$ cat src/verilog/scmc_pkg.sv
// Shared constants and carrier types of the system clock mode control.
// Assumes a 20 MHz core clock; oscillators are modelled as tick enables.
`default_nettype none
package scmc_pkg;
    // Core clock rate, used as the modulus of the tick accumulators
    localparam int CLK_KHZ = 20000;
    localparam int ACC_W = 16;
    localparam logic [15:0] RATE_MOD = 16'h4E20;
    localparam logic [15:0] INC_2MHZ = 16'h07D0;
    localparam logic [15:0] INC_4MHZ = 16'h0FA0;
    localparam logic [15:0] INC_8MHZ = 16'h1F40;
    localparam logic [15:0] INC_32KHZ = 16'h0020;
    // Fast oscillator settling time
    localparam int SETTLE_US = 10;
    localparam int SETTLE_CYC = (SETTLE_US * CLK_KHZ + 999) / 1000;
    localparam int SETTLE_W = 16;
    // Register byte addresses
    localparam int ADDR_W = 12;
    localparam logic [11:0] ADDR_SYS_CTRL = 12'h000;
    localparam logic [11:0] ADDR_OSC_CTRL = 12'h004;
    localparam logic [11:0] ADDR_MODE = 12'h008;
    // Field positions
    localparam int SEL_HI = 7;
    localparam int SEL_LO = 5;
    localparam int FKEEP_BIT = 1;
    localparam int SKEEP_BIT = 0;
    localparam int FREQ_HI = 3;
    localparam int FREQ_LO = 2;
    localparam int EN_BIT = 0;
    // Reset values
    localparam logic [2:0] SEL_RST = 3'h0;
    localparam logic [1:0] FREQ_RST = 2'h0;
    localparam logic EN_RST = 1'b1;
    // Codes
    localparam logic [2:0] SEL_SUB = 3'h7;
    localparam logic [1:0] FREQ_4M = 2'h1;
    localparam logic [1:0] FREQ_8M = 2'h2;
    localparam int DIV_W = 6;
    localparam logic [5:0] DIV_WRAP = 6'h3F;

    typedef enum logic [5:0] {
        ST_FAST = 6'h01,
        ST_SLOW = 6'h02,
        ST_SLEEP = 6'h04,
        ST_IDLE_SLOW_ONLY = 6'h08,
        ST_IDLE_DUAL_CLOCK = 6'h10,
        ST_IDLE_FAST_ONLY = 6'h20
    } scmc_state_t;

    typedef struct packed {
        logic psel;
        logic penable;
        logic pwrite;
        logic [ADDR_W-1:0] paddr;
        logic [31:0] pwdata;
    } scmc_apb_req_t;

    typedef struct packed {
        logic [31:0] prdata;
        logic pready;
        logic pslverr;
    } scmc_apb_rsp_t;

    typedef struct packed {
        logic sys;
        logic fast;
        logic sub;
        logic slow_osc;
    } scmc_clk_en_t;
endpackage
`default_nettype wire

$ cat src/verilog/scmc_rate_gen.sv
// Tick generator standing in for an RC oscillator.
// Emits one-cycle enables at an average rate of inc/mod of the core clock.
`timescale 1ns/10ps
`default_nettype none
module scmc_rate_gen (
    // Clock and reset
    input wire logic clk,
    input wire logic reset,
    // Control
    input wire logic run,
    input wire logic [scmc_pkg::ACC_W-1:0] inc,
    // Tick out
    output logic tick
);
    import scmc_pkg::*;
    logic [ACC_W-1:0] acc_ff;
    logic tick_ff;
    logic [ACC_W:0] sum;
    logic wrap;

    assign sum = {1'b0, acc_ff} + {1'b0, inc};
    assign wrap = sum >= {1'b0, RATE_MOD};
    assign tick = tick_ff;

    always_ff @(posedge clk or posedge reset)
    begin
        if (reset)
        begin
            acc_ff <= '0;
            tick_ff <= 1'b0;
        end
        else
        begin
            acc_ff <= !run ? '0 : wrap ? sum[ACC_W-1:0] - RATE_MOD : sum[ACC_W-1:0];
            tick_ff <= run && wrap;
        end
    end
endmodule // scmc_rate_gen
`default_nettype wire

$ cat src/verilog/scmc_divider.sv
// Fast clock prescaler, ratios 1 to 64, plus the active source selection.
// A new selection is taken only when all ratios share an edge, so no runt.
`timescale 1ns/10ps
`default_nettype none
module scmc_divider (
    // Clock and reset
    input wire logic clk,
    input wire logic reset,
    // Fast clock tick and requested selection
    input wire logic fast_tick,
    input wire logic [2:0] req_sel,
    // Divided tick and selection in force
    output logic div_tick,
    output logic [2:0] act_sel
);
    import scmc_pkg::*;
    logic [DIV_W-1:0] cnt_ff;
    logic [2:0] act_sel_ff;
    logic div_tick_ff;
    logic [DIV_W-1:0] mask;
    logic boundary;

    assign mask = ~(DIV_WRAP << act_sel_ff);
    assign boundary = fast_tick && (cnt_ff == DIV_WRAP);
    assign div_tick = div_tick_ff;
    assign act_sel = act_sel_ff;

    always_ff @(posedge clk or posedge reset)
    begin
        if (reset)
        begin
            cnt_ff <= '0;
            act_sel_ff <= SEL_RST;
            div_tick_ff <= 1'b0;
        end
        else
        begin
            cnt_ff <= cnt_ff + DIV_W'(fast_tick);
            div_tick_ff <= fast_tick && ((cnt_ff & mask) == mask);
            if (boundary)
            begin
                act_sel_ff <= req_sel;
            end
        end
    end
endmodule // scmc_divider
`default_nettype wire

$ cat src/verilog/scmc_top.sv
// System clock mode control: APB registers, operating mode machine and
// clock enables for CPU, peripherals and watchdog.
// Assumes one 20 MHz clock; all derived clocks leave as one-cycle enables.
`timescale 1ns/10ps
`default_nettype none
module scmc_top #(
    parameter int SETTLE_CYCLES = scmc_pkg::SETTLE_CYC
) (
    // Clock and reset
    input wire logic clk,
    input wire logic reset,
    // APB slave
    input wire scmc_pkg::scmc_apb_req_t apb_req,
    output var scmc_pkg::scmc_apb_rsp_t apb_rsp,
    // CPU and watchdog
    input wire logic halt_req,
    input wire logic wake_req,
    input wire logic wdt_en,
    // Clock enables and status
    output var scmc_pkg::scmc_clk_en_t clk_en,
    output logic cpu_run,
    output var scmc_pkg::scmc_state_t mode
);
    import scmc_pkg::*;

    // Registers
    logic [2:0] sel_ff;
    logic fast_idle_keep_ff;
    logic slow_idle_keep_ff;
    logic [1:0] freq_ff;
    logic [1:0] freq_act_ff;
    logic en_ff;
    logic stable_ff;
    logic busy_ff;
    logic [SETTLE_W-1:0] settle_ff;
    logic osc_run_q_ff;
    scmc_state_t state_ff;
    scmc_state_t nxt_state;
    scmc_apb_rsp_t rsp_ff;
    scmc_clk_en_t clk_en_ff;
    scmc_clk_en_t nxt_clk_en;
    logic cpu_run_ff;

    // Bus decode
    logic setup;
    logic acc_done;
    logic hit_sys_ctrl;
    logic hit_osc_ctrl;
    logic hit_mode;
    logic hit_any;
    logic wr_sys_ctrl;
    logic wr_osc_ctrl;
    logic [7:0] sys_ctrl_rd;
    logic [7:0] osc_ctrl_rd;
    logic [7:0] mode_rd;
    logic [31:0] rd_data;
    logic [1:0] wr_freq;

    assign setup = apb_req.psel && !apb_req.penable;
    assign acc_done = apb_req.psel && apb_req.penable && rsp_ff.pready;
    assign hit_sys_ctrl = apb_req.paddr == ADDR_SYS_CTRL;
    assign hit_osc_ctrl = apb_req.paddr == ADDR_OSC_CTRL;
    assign hit_mode = apb_req.paddr == ADDR_MODE;
    assign hit_any = hit_sys_ctrl || hit_osc_ctrl || hit_mode;
    assign wr_sys_ctrl = acc_done && apb_req.pwrite && hit_sys_ctrl;
    assign wr_osc_ctrl = acc_done && apb_req.pwrite && hit_osc_ctrl;
    assign wr_freq = apb_req.pwdata[FREQ_HI:FREQ_LO];
    // Unimplemented bits read as zero
    assign sys_ctrl_rd = {sel_ff, 3'h0, fast_idle_keep_ff, slow_idle_keep_ff};
    assign osc_ctrl_rd = {4'h0, freq_ff, stable_ff, en_ff};
    assign mode_rd = {2'h0, state_ff};
    assign rd_data = hit_sys_ctrl ? {24'h00_0000, sys_ctrl_rd} :
                     hit_osc_ctrl ? {24'h00_0000, osc_ctrl_rd} :
                     hit_mode ? {24'h00_0000, mode_rd} : 32'h0000_0000;

    // Oscillators
    logic sel_sub;
    logic [2:0] act_sel;
    logic fast_tick;
    logic slow_tick;
    logic div_tick;
    logic osc_run;
    logic slow_run;
    logic restart;
    logic settle_done;
    logic [ACC_W-1:0] fast_inc;
    logic st_fast;
    logic st_sleep;
    logic st_idle_slow;
    logic st_idle_fast;

    assign st_fast = state_ff == ST_FAST;
    assign st_sleep = state_ff == ST_SLEEP;
    assign st_idle_slow = state_ff == ST_IDLE_SLOW_ONLY;
    assign st_idle_fast = state_ff == ST_IDLE_FAST_ONLY;
    assign sel_sub = act_sel == SEL_SUB;

    // Fast mode pins the oscillator on; the enable bit only stops it off it
    assign osc_run = (en_ff || st_fast) && !(st_sleep || st_idle_slow);
    // Slow oscillator always runs outside sleep; only a disabled watchdog with a clear slow keep bit lets sleep stop it
    assign slow_run = !st_sleep || wdt_en || slow_idle_keep_ff;
    assign restart = (osc_run && !osc_run_q_ff)
                     || (wr_osc_ctrl && osc_run && wr_freq != freq_ff);
    assign settle_done = busy_ff && settle_ff == '0;
    // Code 11 falls back to the lowest rate
    assign fast_inc = freq_act_ff == FREQ_4M ? INC_4MHZ :
                      freq_act_ff == FREQ_8M ? INC_8MHZ : INC_2MHZ;

    scmc_rate_gen u_fast_osc (
        .clk(clk),
        .reset(reset),
        .run(osc_run && stable_ff),
        .inc(fast_inc),
        .tick(fast_tick)
    );

    scmc_rate_gen u_slow_osc (
        .clk(clk),
        .reset(reset),
        .run(slow_run),
        .inc(INC_32KHZ),
        .tick(slow_tick)
    );

    scmc_divider u_div (
        .clk(clk),
        .reset(reset),
        .fast_tick(fast_tick),
        .req_sel(sel_ff),
        .div_tick(div_tick),
        .act_sel(act_sel)
    );

    // Mode machine
    scmc_state_t run_state;
    scmc_state_t halt_state;

    assign run_state = sel_sub ? ST_SLOW : ST_FAST;
    assign halt_state = fast_idle_keep_ff ?
                        (slow_idle_keep_ff ? ST_IDLE_DUAL_CLOCK : ST_IDLE_FAST_ONLY) :
                        (slow_idle_keep_ff ? ST_IDLE_SLOW_ONLY : ST_SLEEP);

    always_comb
    begin
        case (state_ff)
            ST_FAST, ST_SLOW:
            begin
                nxt_state = halt_req ? halt_state : run_state;
            end
            ST_SLEEP, ST_IDLE_SLOW_ONLY, ST_IDLE_DUAL_CLOCK, ST_IDLE_FAST_ONLY:
            begin
                nxt_state = wake_req ? run_state : state_ff;
            end
            default:
            begin
                nxt_state = ST_FAST;
            end
        endcase
    end

    // Clock gating per mode
    always_comb
    begin
        // Gated by the run condition too, so a tick already in flight cannot leak out
        nxt_clk_en.fast = fast_tick && osc_run;
        nxt_clk_en.sub = slow_tick && !(st_sleep || st_idle_fast);
        nxt_clk_en.slow_osc = slow_tick;
        case (state_ff)
            ST_FAST:
            begin
                nxt_clk_en.sys = div_tick;
            end
            ST_SLOW:
            begin
                nxt_clk_en.sys = slow_tick;
            end
            ST_IDLE_SLOW_ONLY:
            begin
                nxt_clk_en.sys = sel_sub && slow_tick;
            end
            ST_IDLE_DUAL_CLOCK:
            begin
                nxt_clk_en.sys = sel_sub ? slow_tick : div_tick;
            end
            ST_IDLE_FAST_ONLY:
            begin
                nxt_clk_en.sys = !sel_sub && div_tick;
            end
            default:
            begin
                nxt_clk_en.sys = 1'b0;
            end
        endcase
    end

    assign apb_rsp = rsp_ff;
    assign clk_en = clk_en_ff;
    assign cpu_run = cpu_run_ff;
    assign mode = state_ff;

    // Bus responder: one wait-free access cycle
    always_ff @(posedge clk or posedge reset)
    begin
        if (reset)
        begin
            rsp_ff <= '0;
        end
        else
        begin
            rsp_ff.pready <= setup;
            rsp_ff.pslverr <= setup && !hit_any;
            rsp_ff.prdata <= setup && !apb_req.pwrite ? rd_data : 32'h0000_0000;
        end
    end

    // Control registers
    always_ff @(posedge clk or posedge reset)
    begin
        if (reset)
        begin
            sel_ff <= SEL_RST;
            fast_idle_keep_ff <= 1'b0;
            slow_idle_keep_ff <= 1'b0;
            freq_ff <= FREQ_RST;
            en_ff <= EN_RST;
        end
        else if (wr_sys_ctrl)
        begin
            sel_ff <= apb_req.pwdata[SEL_HI:SEL_LO];
            fast_idle_keep_ff <= apb_req.pwdata[FKEEP_BIT];
            slow_idle_keep_ff <= apb_req.pwdata[SKEEP_BIT];
        end
        else if (wr_osc_ctrl)
        begin
            freq_ff <= wr_freq;
            en_ff <= apb_req.pwdata[EN_BIT];
        end
    end

    // Settling: fast ticks stop until the new frequency is stable, then it takes effect
    always_ff @(posedge clk or posedge reset)
    begin
        if (reset)
        begin
            settle_ff <= '0;
            busy_ff <= 1'b0;
            stable_ff <= 1'b0;
            osc_run_q_ff <= 1'b0;
            freq_act_ff <= FREQ_RST;
        end
        else
        begin
            osc_run_q_ff <= osc_run;
            if (!osc_run)
            begin
                busy_ff <= 1'b0;
                stable_ff <= 1'b0;
            end
            else if (restart)
            begin
                settle_ff <= SETTLE_W'(SETTLE_CYCLES - 1);
                busy_ff <= 1'b1;
                stable_ff <= 1'b0;
            end
            else if (settle_done)
            begin
                busy_ff <= 1'b0;
                stable_ff <= 1'b1;
                freq_act_ff <= freq_ff;
            end
            else if (busy_ff)
            begin
                settle_ff <= settle_ff - 1'b1;
            end
        end
    end

    // State and registered outputs
    always_ff @(posedge clk or posedge reset)
    begin
        if (reset)
        begin
            state_ff <= ST_FAST;
            clk_en_ff <= '0;
            cpu_run_ff <= 1'b0;
        end
        else
        begin
            state_ff <= nxt_state;
            clk_en_ff <= nxt_clk_en;
            cpu_run_ff <= nxt_state == ST_FAST || nxt_state == ST_SLOW;
        end
    end
endmodule // scmc_top
`default_nettype wire

$ cat config.mk
export PLATFORM = sky130hd
export DESIGN_NAME = scmc_top
export DESIGN_NICKNAME = d
export VERILOG_FILES = /design/src/verilog/scmc_pkg.sv /design/src/verilog/scmc_rate_gen.sv /design/src/verilog/scmc_divider.sv /design/src/verilog/scmc_top.sv
export SDC_FILE = /design/constraint.sdc
export NUM_CORES = 1
export LEC_CHECK = 0
export BUFFER_PORTS_ARGS = -buffer_cell sky130_fd_sc_hd__buf_4
export CAP_MARGIN = 0
export CORE_UTILIZATION = 30
export CTS_BUF_LIST = sky130_fd_sc_hd__clkbuf_4
export CTS_CLUSTER_SIZE = 16
export DETAILED_ROUTE_END_ITERATION = 16
export PLACE_DENSITY = 0.51
export SLEW_MARGIN = 30
export SYNTH_ARGS = -nofsm -noshare
export SYNTH_HDL_FRONTEND = slang
export SYNTH_SLANG_ARGS = --single-unit
$ cat constraint.sdc
create_clock -name clk -period 9.3 [get_ports clk]
set_clock_uncertainty 0.2 [all_clocks]
set_input_delay 0.93 -clock clk [delete_from_list [all_inputs] [get_ports clk]]
set_output_delay 0.93 -clock clk [all_outputs]
set_load 0.03 [all_outputs]
* Word level (Yosys, flattened, before mapping)
Cells that the tools add are included.
** Storage, ports and cells
- Flip-flop bits (word level) :: 94
- Bits of input ports :: 52
- Logic and storage cells :: 132
** Cells by class
- $add $sub $neg :: 6
- $lt $le $gt $ge :: 2
- Equality and inequality tests :: 18
- Shift-type cells :: 1
- Muxes and demuxes :: 28
- Bitwise operators :: 4
- Reductions and logical operators :: 47
** Operators by type and width (number)
- 16-bit 2-to-1 mux :: 7
- 6-bit 2-to-1 mux :: 6
- 17-bit by 15-bit >= comparator with 1-bit output (second input constant) :: 2
- 16-bit by 15-bit subtractor with 16-bit output (second input constant) :: 2
- 13-bit 2-to-1 mux :: 2
- 1-bit logical AND :: 22
- 16-bit by 13-bit adder with 17-bit output :: 1
- 16-bit by 6-bit adder with 17-bit output (second input constant) :: 1
- 16-bit logical NOT :: 1
- 8-bit 2-to-1 mux :: 2
- 16-bit by 1-bit subtractor with 16-bit output (second input constant) :: 1
- 12-bit by 3-bit equality test with 1-bit output (second input constant) :: 1
- 12-bit by 4-bit equality test with 1-bit output (second input constant) :: 1
- 6-bit by 1-bit equality test with 1-bit output (second input constant) :: 2
- 6-bit by 2-bit equality test with 1-bit output (second input constant) :: 2
- 6-bit equality test (second input constant) :: 2
- 12-bit logical NOT :: 1
- 6-bit case mux with 2 select lines :: 1
- 1-bit logical OR :: 9
- 1-bit logical NOT :: 8
- 1-bit 2-to-1 mux :: 7
- 6-bit by 1-bit adder with 6-bit output :: 1
- 6-bit AND :: 1
- 6-bit by 3-bit equality test with 1-bit output (second input constant) :: 1
- 20 further kinds :: 22

* Logic depth before layout (Yosys ltp)
- Depth in word-level cells :: 9
- Depth in mapped cells :: 13
- Gate-level depth less buffers :: 11

* Modules after synthesis
Synthesis repeated with hierarchy kept, for this count alone.
** Second synthesis, totals
- Cell total of the unflattened synthesis :: 738
- Area total of the unflattened synthesis :: 6867.8 um^2
** By module, submodules not included
- scmc_top :: instances 1, cells each 288, area an instance 2847.7 um^2, seq. area each 1253.7 um^2
- scmc_rate_gen (u_fast_osc) :: instances 1, cells each 221, area an instance 1855.5 um^2, seq. area each 425.4 um^2
- scmc_rate_gen (u_slow_osc) :: instances 1, cells each 194, area an instance 1706.6 um^2, seq. area each 425.4 um^2
- scmc_divider :: instances 1, cells each 35, area an instance 457.9 um^2, seq. area each 250.2 um^2

* Worst setup path after synthesis
Ideal clock, no wire load.
- Path type :: flip-flop to flip-flop
- From :: register freq_act_ff[1]
- To :: register u_fast_osc.acc_ff[7]
- Arrival :: 2.807 ns
- Setup slack :: 6.215 ns
- Cell stages (with the launch flop) :: 12
- Buffers on the path :: 0
- Period minus slack after synthesis :: 3.085 ns
- Cell sequence :: dfrtp_1 > inv_1 > ha_1 > inv_1 > ha_1 > a31o_2 > a22oi_1 > mux2_2 > a21o_1 > a211o_1 > a31o_1 > a21oi_1
** On the way
- Word-level cells in the longest chain between the ends :: 7
** Ends and longest elaborated chain
- start: declaration :: RTL line scmc_top.sv:31 : logic [1:0] freq_act_ff;
- start signal: assignment :: RTL line scmc_top.sv:269 : freq_act_ff <= freq_ff;
- 2-bit equality test :: RTL line scmc_top.sv:107 : freq_act_ff == FREQ_8M ? INC_8MHZ : INC_2MHZ;
- 13-bit 2-to-1 mux :: RTL line scmc_top.sv:107
- 13-bit 2-to-1 mux * :: RTL line scmc_top.sv:106 : assign fast_inc = freq_act_ff == FREQ_4M ? INC_4MHZ :
- 16-bit by 13-bit adder with 17-bit output * :: RTL line scmc_rate_gen.sv:21 : assign sum = {1'b0, acc_ff} + {1'b0, inc};
- 16-bit by 15-bit subtractor with 16-bit output / 17-bit by 15-bit >= comparator with 1-bit output (equally long branches) :: RTL line scmc_rate_gen.sv:34, scmc_rate_gen.sv:22
- 16-bit 2-to-1 mux * (2 in a row) :: RTL line scmc_rate_gen.sv:34 : acc_ff <= !run ? '0 : wrap ? sum[ACC_W-1:0] - RATE_MOD : sum[ACC_W-1:0];
- end signal: assignment :: RTL line scmc_rate_gen.sv:34
- end: declaration :: RTL line scmc_rate_gen.sv:16 : logic [ACC_W-1:0] acc_ff;
Every way passes the cells marked *; elsewhere a longest branch is shown, timed or not.
A chain may end at the register's enable or synchronous reset.

* Final worst setup path
- From :: register freq_act_ff[1]
- To :: register u_fast_osc.acc_ff[13]
The elaborated chain is that of the path after synthesis.

==> impl_metrics.yaml <==
outcome:
  status: "completed"
clock_tree:
  cts-resized-gates: 0
  cts_setup_buffers: 0
  cts_tree: "done"
  htree_num_levels: 3
  cts_root_buf: "clkbuf_4"
  clkSinkCount: 85
  clk_pin_slew_ns: 0.14
  cts-buffers-inserted: 9
  clock_latency_ns: 0.48
  cts_buffer_depth: 2
  hold_buffers: 0
route:
  num_vias: 4272
  antenna_left: 0
  drt_pass1_iterations: 4
  wire_per_inst_um: 14.9
  drtIter0Drc: 203
  post-route-drc-count: 0
  wirelength_um: 12600
  routed_via_density: 5.05
timing:
  fin_crit_sh_pct: 38.2
  hold_viol_final: 0
  tightest_slew_ns: 0.741
  setup_viol: 0
  fmax_mhz: 281
  fin_tns_setup_ns: 0
  slew_viol_final: 0
  slew_headroom_pct: 50.4
  period_minus_slack_ns: 3.56
  rsz0062_at_grt: "false"
global_routing:
  gr-total-overflow: 0
  grt_usage_pct: 14.7
  grt_pass1_wl_um: 20800
  grt_pass1_vias: 4112
  grt_max_degree: 71
  grt_antenna_before_repair: 0
power:
  ir_worst_vdd_mv: 0.0507
  p_per_area_nw_per_um2: 131
  p_leak_nw: 2.67
  power.total_w: 0.000775
synth:
  synth.avg_cell_area_um2: 9.15
  postSynth.asyncResetShare_pct: 100
  synthFlopType: "dfrtp_1"
  synth-edff-count: 0
  postSynthCellCount: 578
  seq_area_frac_synth_pct: 40.3
  ys_seq_elements: 85
  yosys_warnings: 0
  yosysUniqueCellTypes: 68
  syn_area_um2: 5290
setup_path:
  path_class: "register to register"
  crit_family: "compound AO/OA/AOI/OAI gates"
  cp_max_fo: 8
  arrival_ns: 3.71
  startpoint_type: "register"
  crit_chain: "inv_1, ha_1, inv_1, ha_1, a31o_2, a22oi_1, o21ai_0, a2111oi_4, a211o_1, or3_1, a21oi_1"
  cpPeakStageDelay_ns: 0.64
  crit_slowest_cell: "a2111oi_4"
  end_kind: "register"
  path_buf_inv: 2
  cp.required_ns: 9.45
floorplanning:
  placementRows: 48
  die_h_um: 135
  ios: 97
  core_um2: 17200
  die_w_um: 135
  die-area_um2: 18200
  start_util_pct: 30.7
run:
  maxCapViolCount: 0
hold_path:
  hold_class: "primary input to async pin"
placement:
  io_buffers: 47
  place_hpwl_um: 9320
  gp_congestion: 0.815
layout:
  num-nets-final: 681
  layout-drive-gt1-share_pct: 15.6
  synthToLayoutAreaGrowth_pct: 11.8
==> cells in the mapped netlist (4+ instances only) <==
cell type	n	area [um^2]
dfrtp_1	83	2080
nor2_1	61	229
nand2_1	43	161
xnor2_1	27	236
a21oi_1	26	130
buf_4	24	180
nand3_1	23	115
o21ai_0	22	110
inv_1	20	75.1
clkbuf_1	18	67.6
xor2_1	18	158
nor3_1	17	85.1
ha_1	14	175
mux2_2	12	135
and2_1	10	62.6
nor4_1	10	62.6
a211oi_1	8	60.1
nor2b_1	8	50.1
o211ai_1	8	60.1
and3_1	7	43.8
nand4_1	7	43.8
mux2i_1	6	60.1
nand2b_1	6	37.5
a21o_1	5	37.5
a31oi_1	5	31.3
a211o_1	4	35.0
a22oi_1	4	30.0
nand4b_1	4	35.0
or3_1	4	25.0
==> worst paths after layout <==
path,to,slack (ns),start,depth (start not counted)
hold / removal,settle_ff[3],0.17,reset,2
max in group asynchronous,mode[4],7.79,reset,3
min in group clk,clk_en[0],0.25,u_slow_osc.tick,0
hold reg to reg,clk_en[0],0.25,u_slow_osc.tick,0
setup / recovery,u_fast_osc.acc_ff[13],5.74,freq_act_ff[1],11
setup reg to reg,u_fast_osc.acc_ff[13],5.74,freq_act_ff[1],11
==> area by class of cell <==
class                           instances  area (um^2)
Fill cell                            1766        11300
Clock inverter                          5         52.6
Sequential cell                        85         2130
Clock buffer                           11         82.6
Inverter                               20         76.3
Timing Repair Buffer                   51          387
Antenna cell                            1         2.50
Multi-Input combinational cell        448         2900
Tap cell                              225          282
==> power by group <==
group	internal (W)	switching (W)
clock	0.0000866	0.000131
sequential	0.000385	0.0000193
combinational	0.0000509	0.000102
==> state kept, by name, summed over array words and instances (netlist names) <==
| signal | flops |
|---|---|
| sel_ff | 3 |
| slow_idle_keep_ff | 1 |
| en_ff | 1 |
| apb_rsp | 10 |
| u_div.act_sel | 3 |
| busy_ff | 1 |
| u_slow_osc.tick | 1 |
| u_slow_osc.acc_ff | 11 |
| clk_en | 4 |
| freq_ff | 2 |
| freq_act_ff | 2 |
| u_div.cnt_ff | 6 |
| fast_idle_keep_ff | 1 |
| cpu_run | 1 |
| u_fast_osc.acc_ff | 12 |
| u_fast_osc.tick | 1 |
| u_div.div_tick | 1 |
| stable_ff | 1 |
| mode | 6 |
| osc_run_q_ff | 1 |
| settle_ff | 16 |
==> metal layers <==
metal	track usage [%]	vias up	part of all wire, %
met3	3.27	16	4.2
met5	0	-	0
li1	-	2100	-
met1	19.4	2074	47
met4	5.74	0	1.8
met2	23.3	82	47
==> layout by cell type (no fill, tap or decap), types with 7 or more instances in the layout <==
cell,Yosys,final
a211oi_1,8,8
a21oi_1,26,26
and2_1,10,10
and3_1,7,7
buf_4,24,50
clkbuf_4,0,11
conb_1,1,24
dfrtp_1,83,83
ha_1,14,14
inv_1,20,19
mux2_2,12,12
nand2_1,43,43
nand3_1,23,23
nand4_1,7,7
nor2_1,61,61
nor2b_1,8,8
nor3_1,17,17
nor4_1,10,9
o211ai_1,8,8
o21ai_0,22,22
xnor2_1,27,27
xor2_1,18,18
==> worst register-to-register path, cell delays in order (launching register included) <==
cell and delay [ns]:
dfrtp_1 0.43, inv_1 0.08, ha_1 0.19, inv_1 0.06, ha_1 0.35, a31o_2 0.27
a22oi_1 0.52, o21ai_0 0.33, a2111oi_4 0.64, a211o_1 0.20, or3_1 0.10, a21oi_1 0.06
==> through the flow <==
| stage | utilization, % | setup slack [ns] | area (um^2) | std cells | hold slack, ns |
|---|---|---|---|---|---|
| after floorplan | - | 5.98 | 5380 | 601 | 0.168 |
| after global placement | 33.4 | 5.74 | 5760 | 828 | 0.228 |
| after detailed placement | 33.5 | 5.74 | 5770 | 829 | 0.232 |
| after CTS | 34.3 | 5.73 | 5910 | 845 | 0.146 |
| after global routing | 34.3 | 5.40 | 5910 | 845 | 0.158 |
| final | 34.3 | 5.74 | 5910 | 846 | 0.170 |
==> kinds of logic after synthesis <==
kind of cell | count (synthesis) | share of synthesized area (%)
flops | 85 | 40.3
mux | 18 | 3.69
compound gates | 127 | 17.5
simple gates | 220 | 21.1
buf+inv | 68 | 6.60
other cells | 1 | 0.0709
fa+ha+maj | 14 | 3.31
xor+xnor | 45 | 7.45
(Power assumes the default switching activity.)
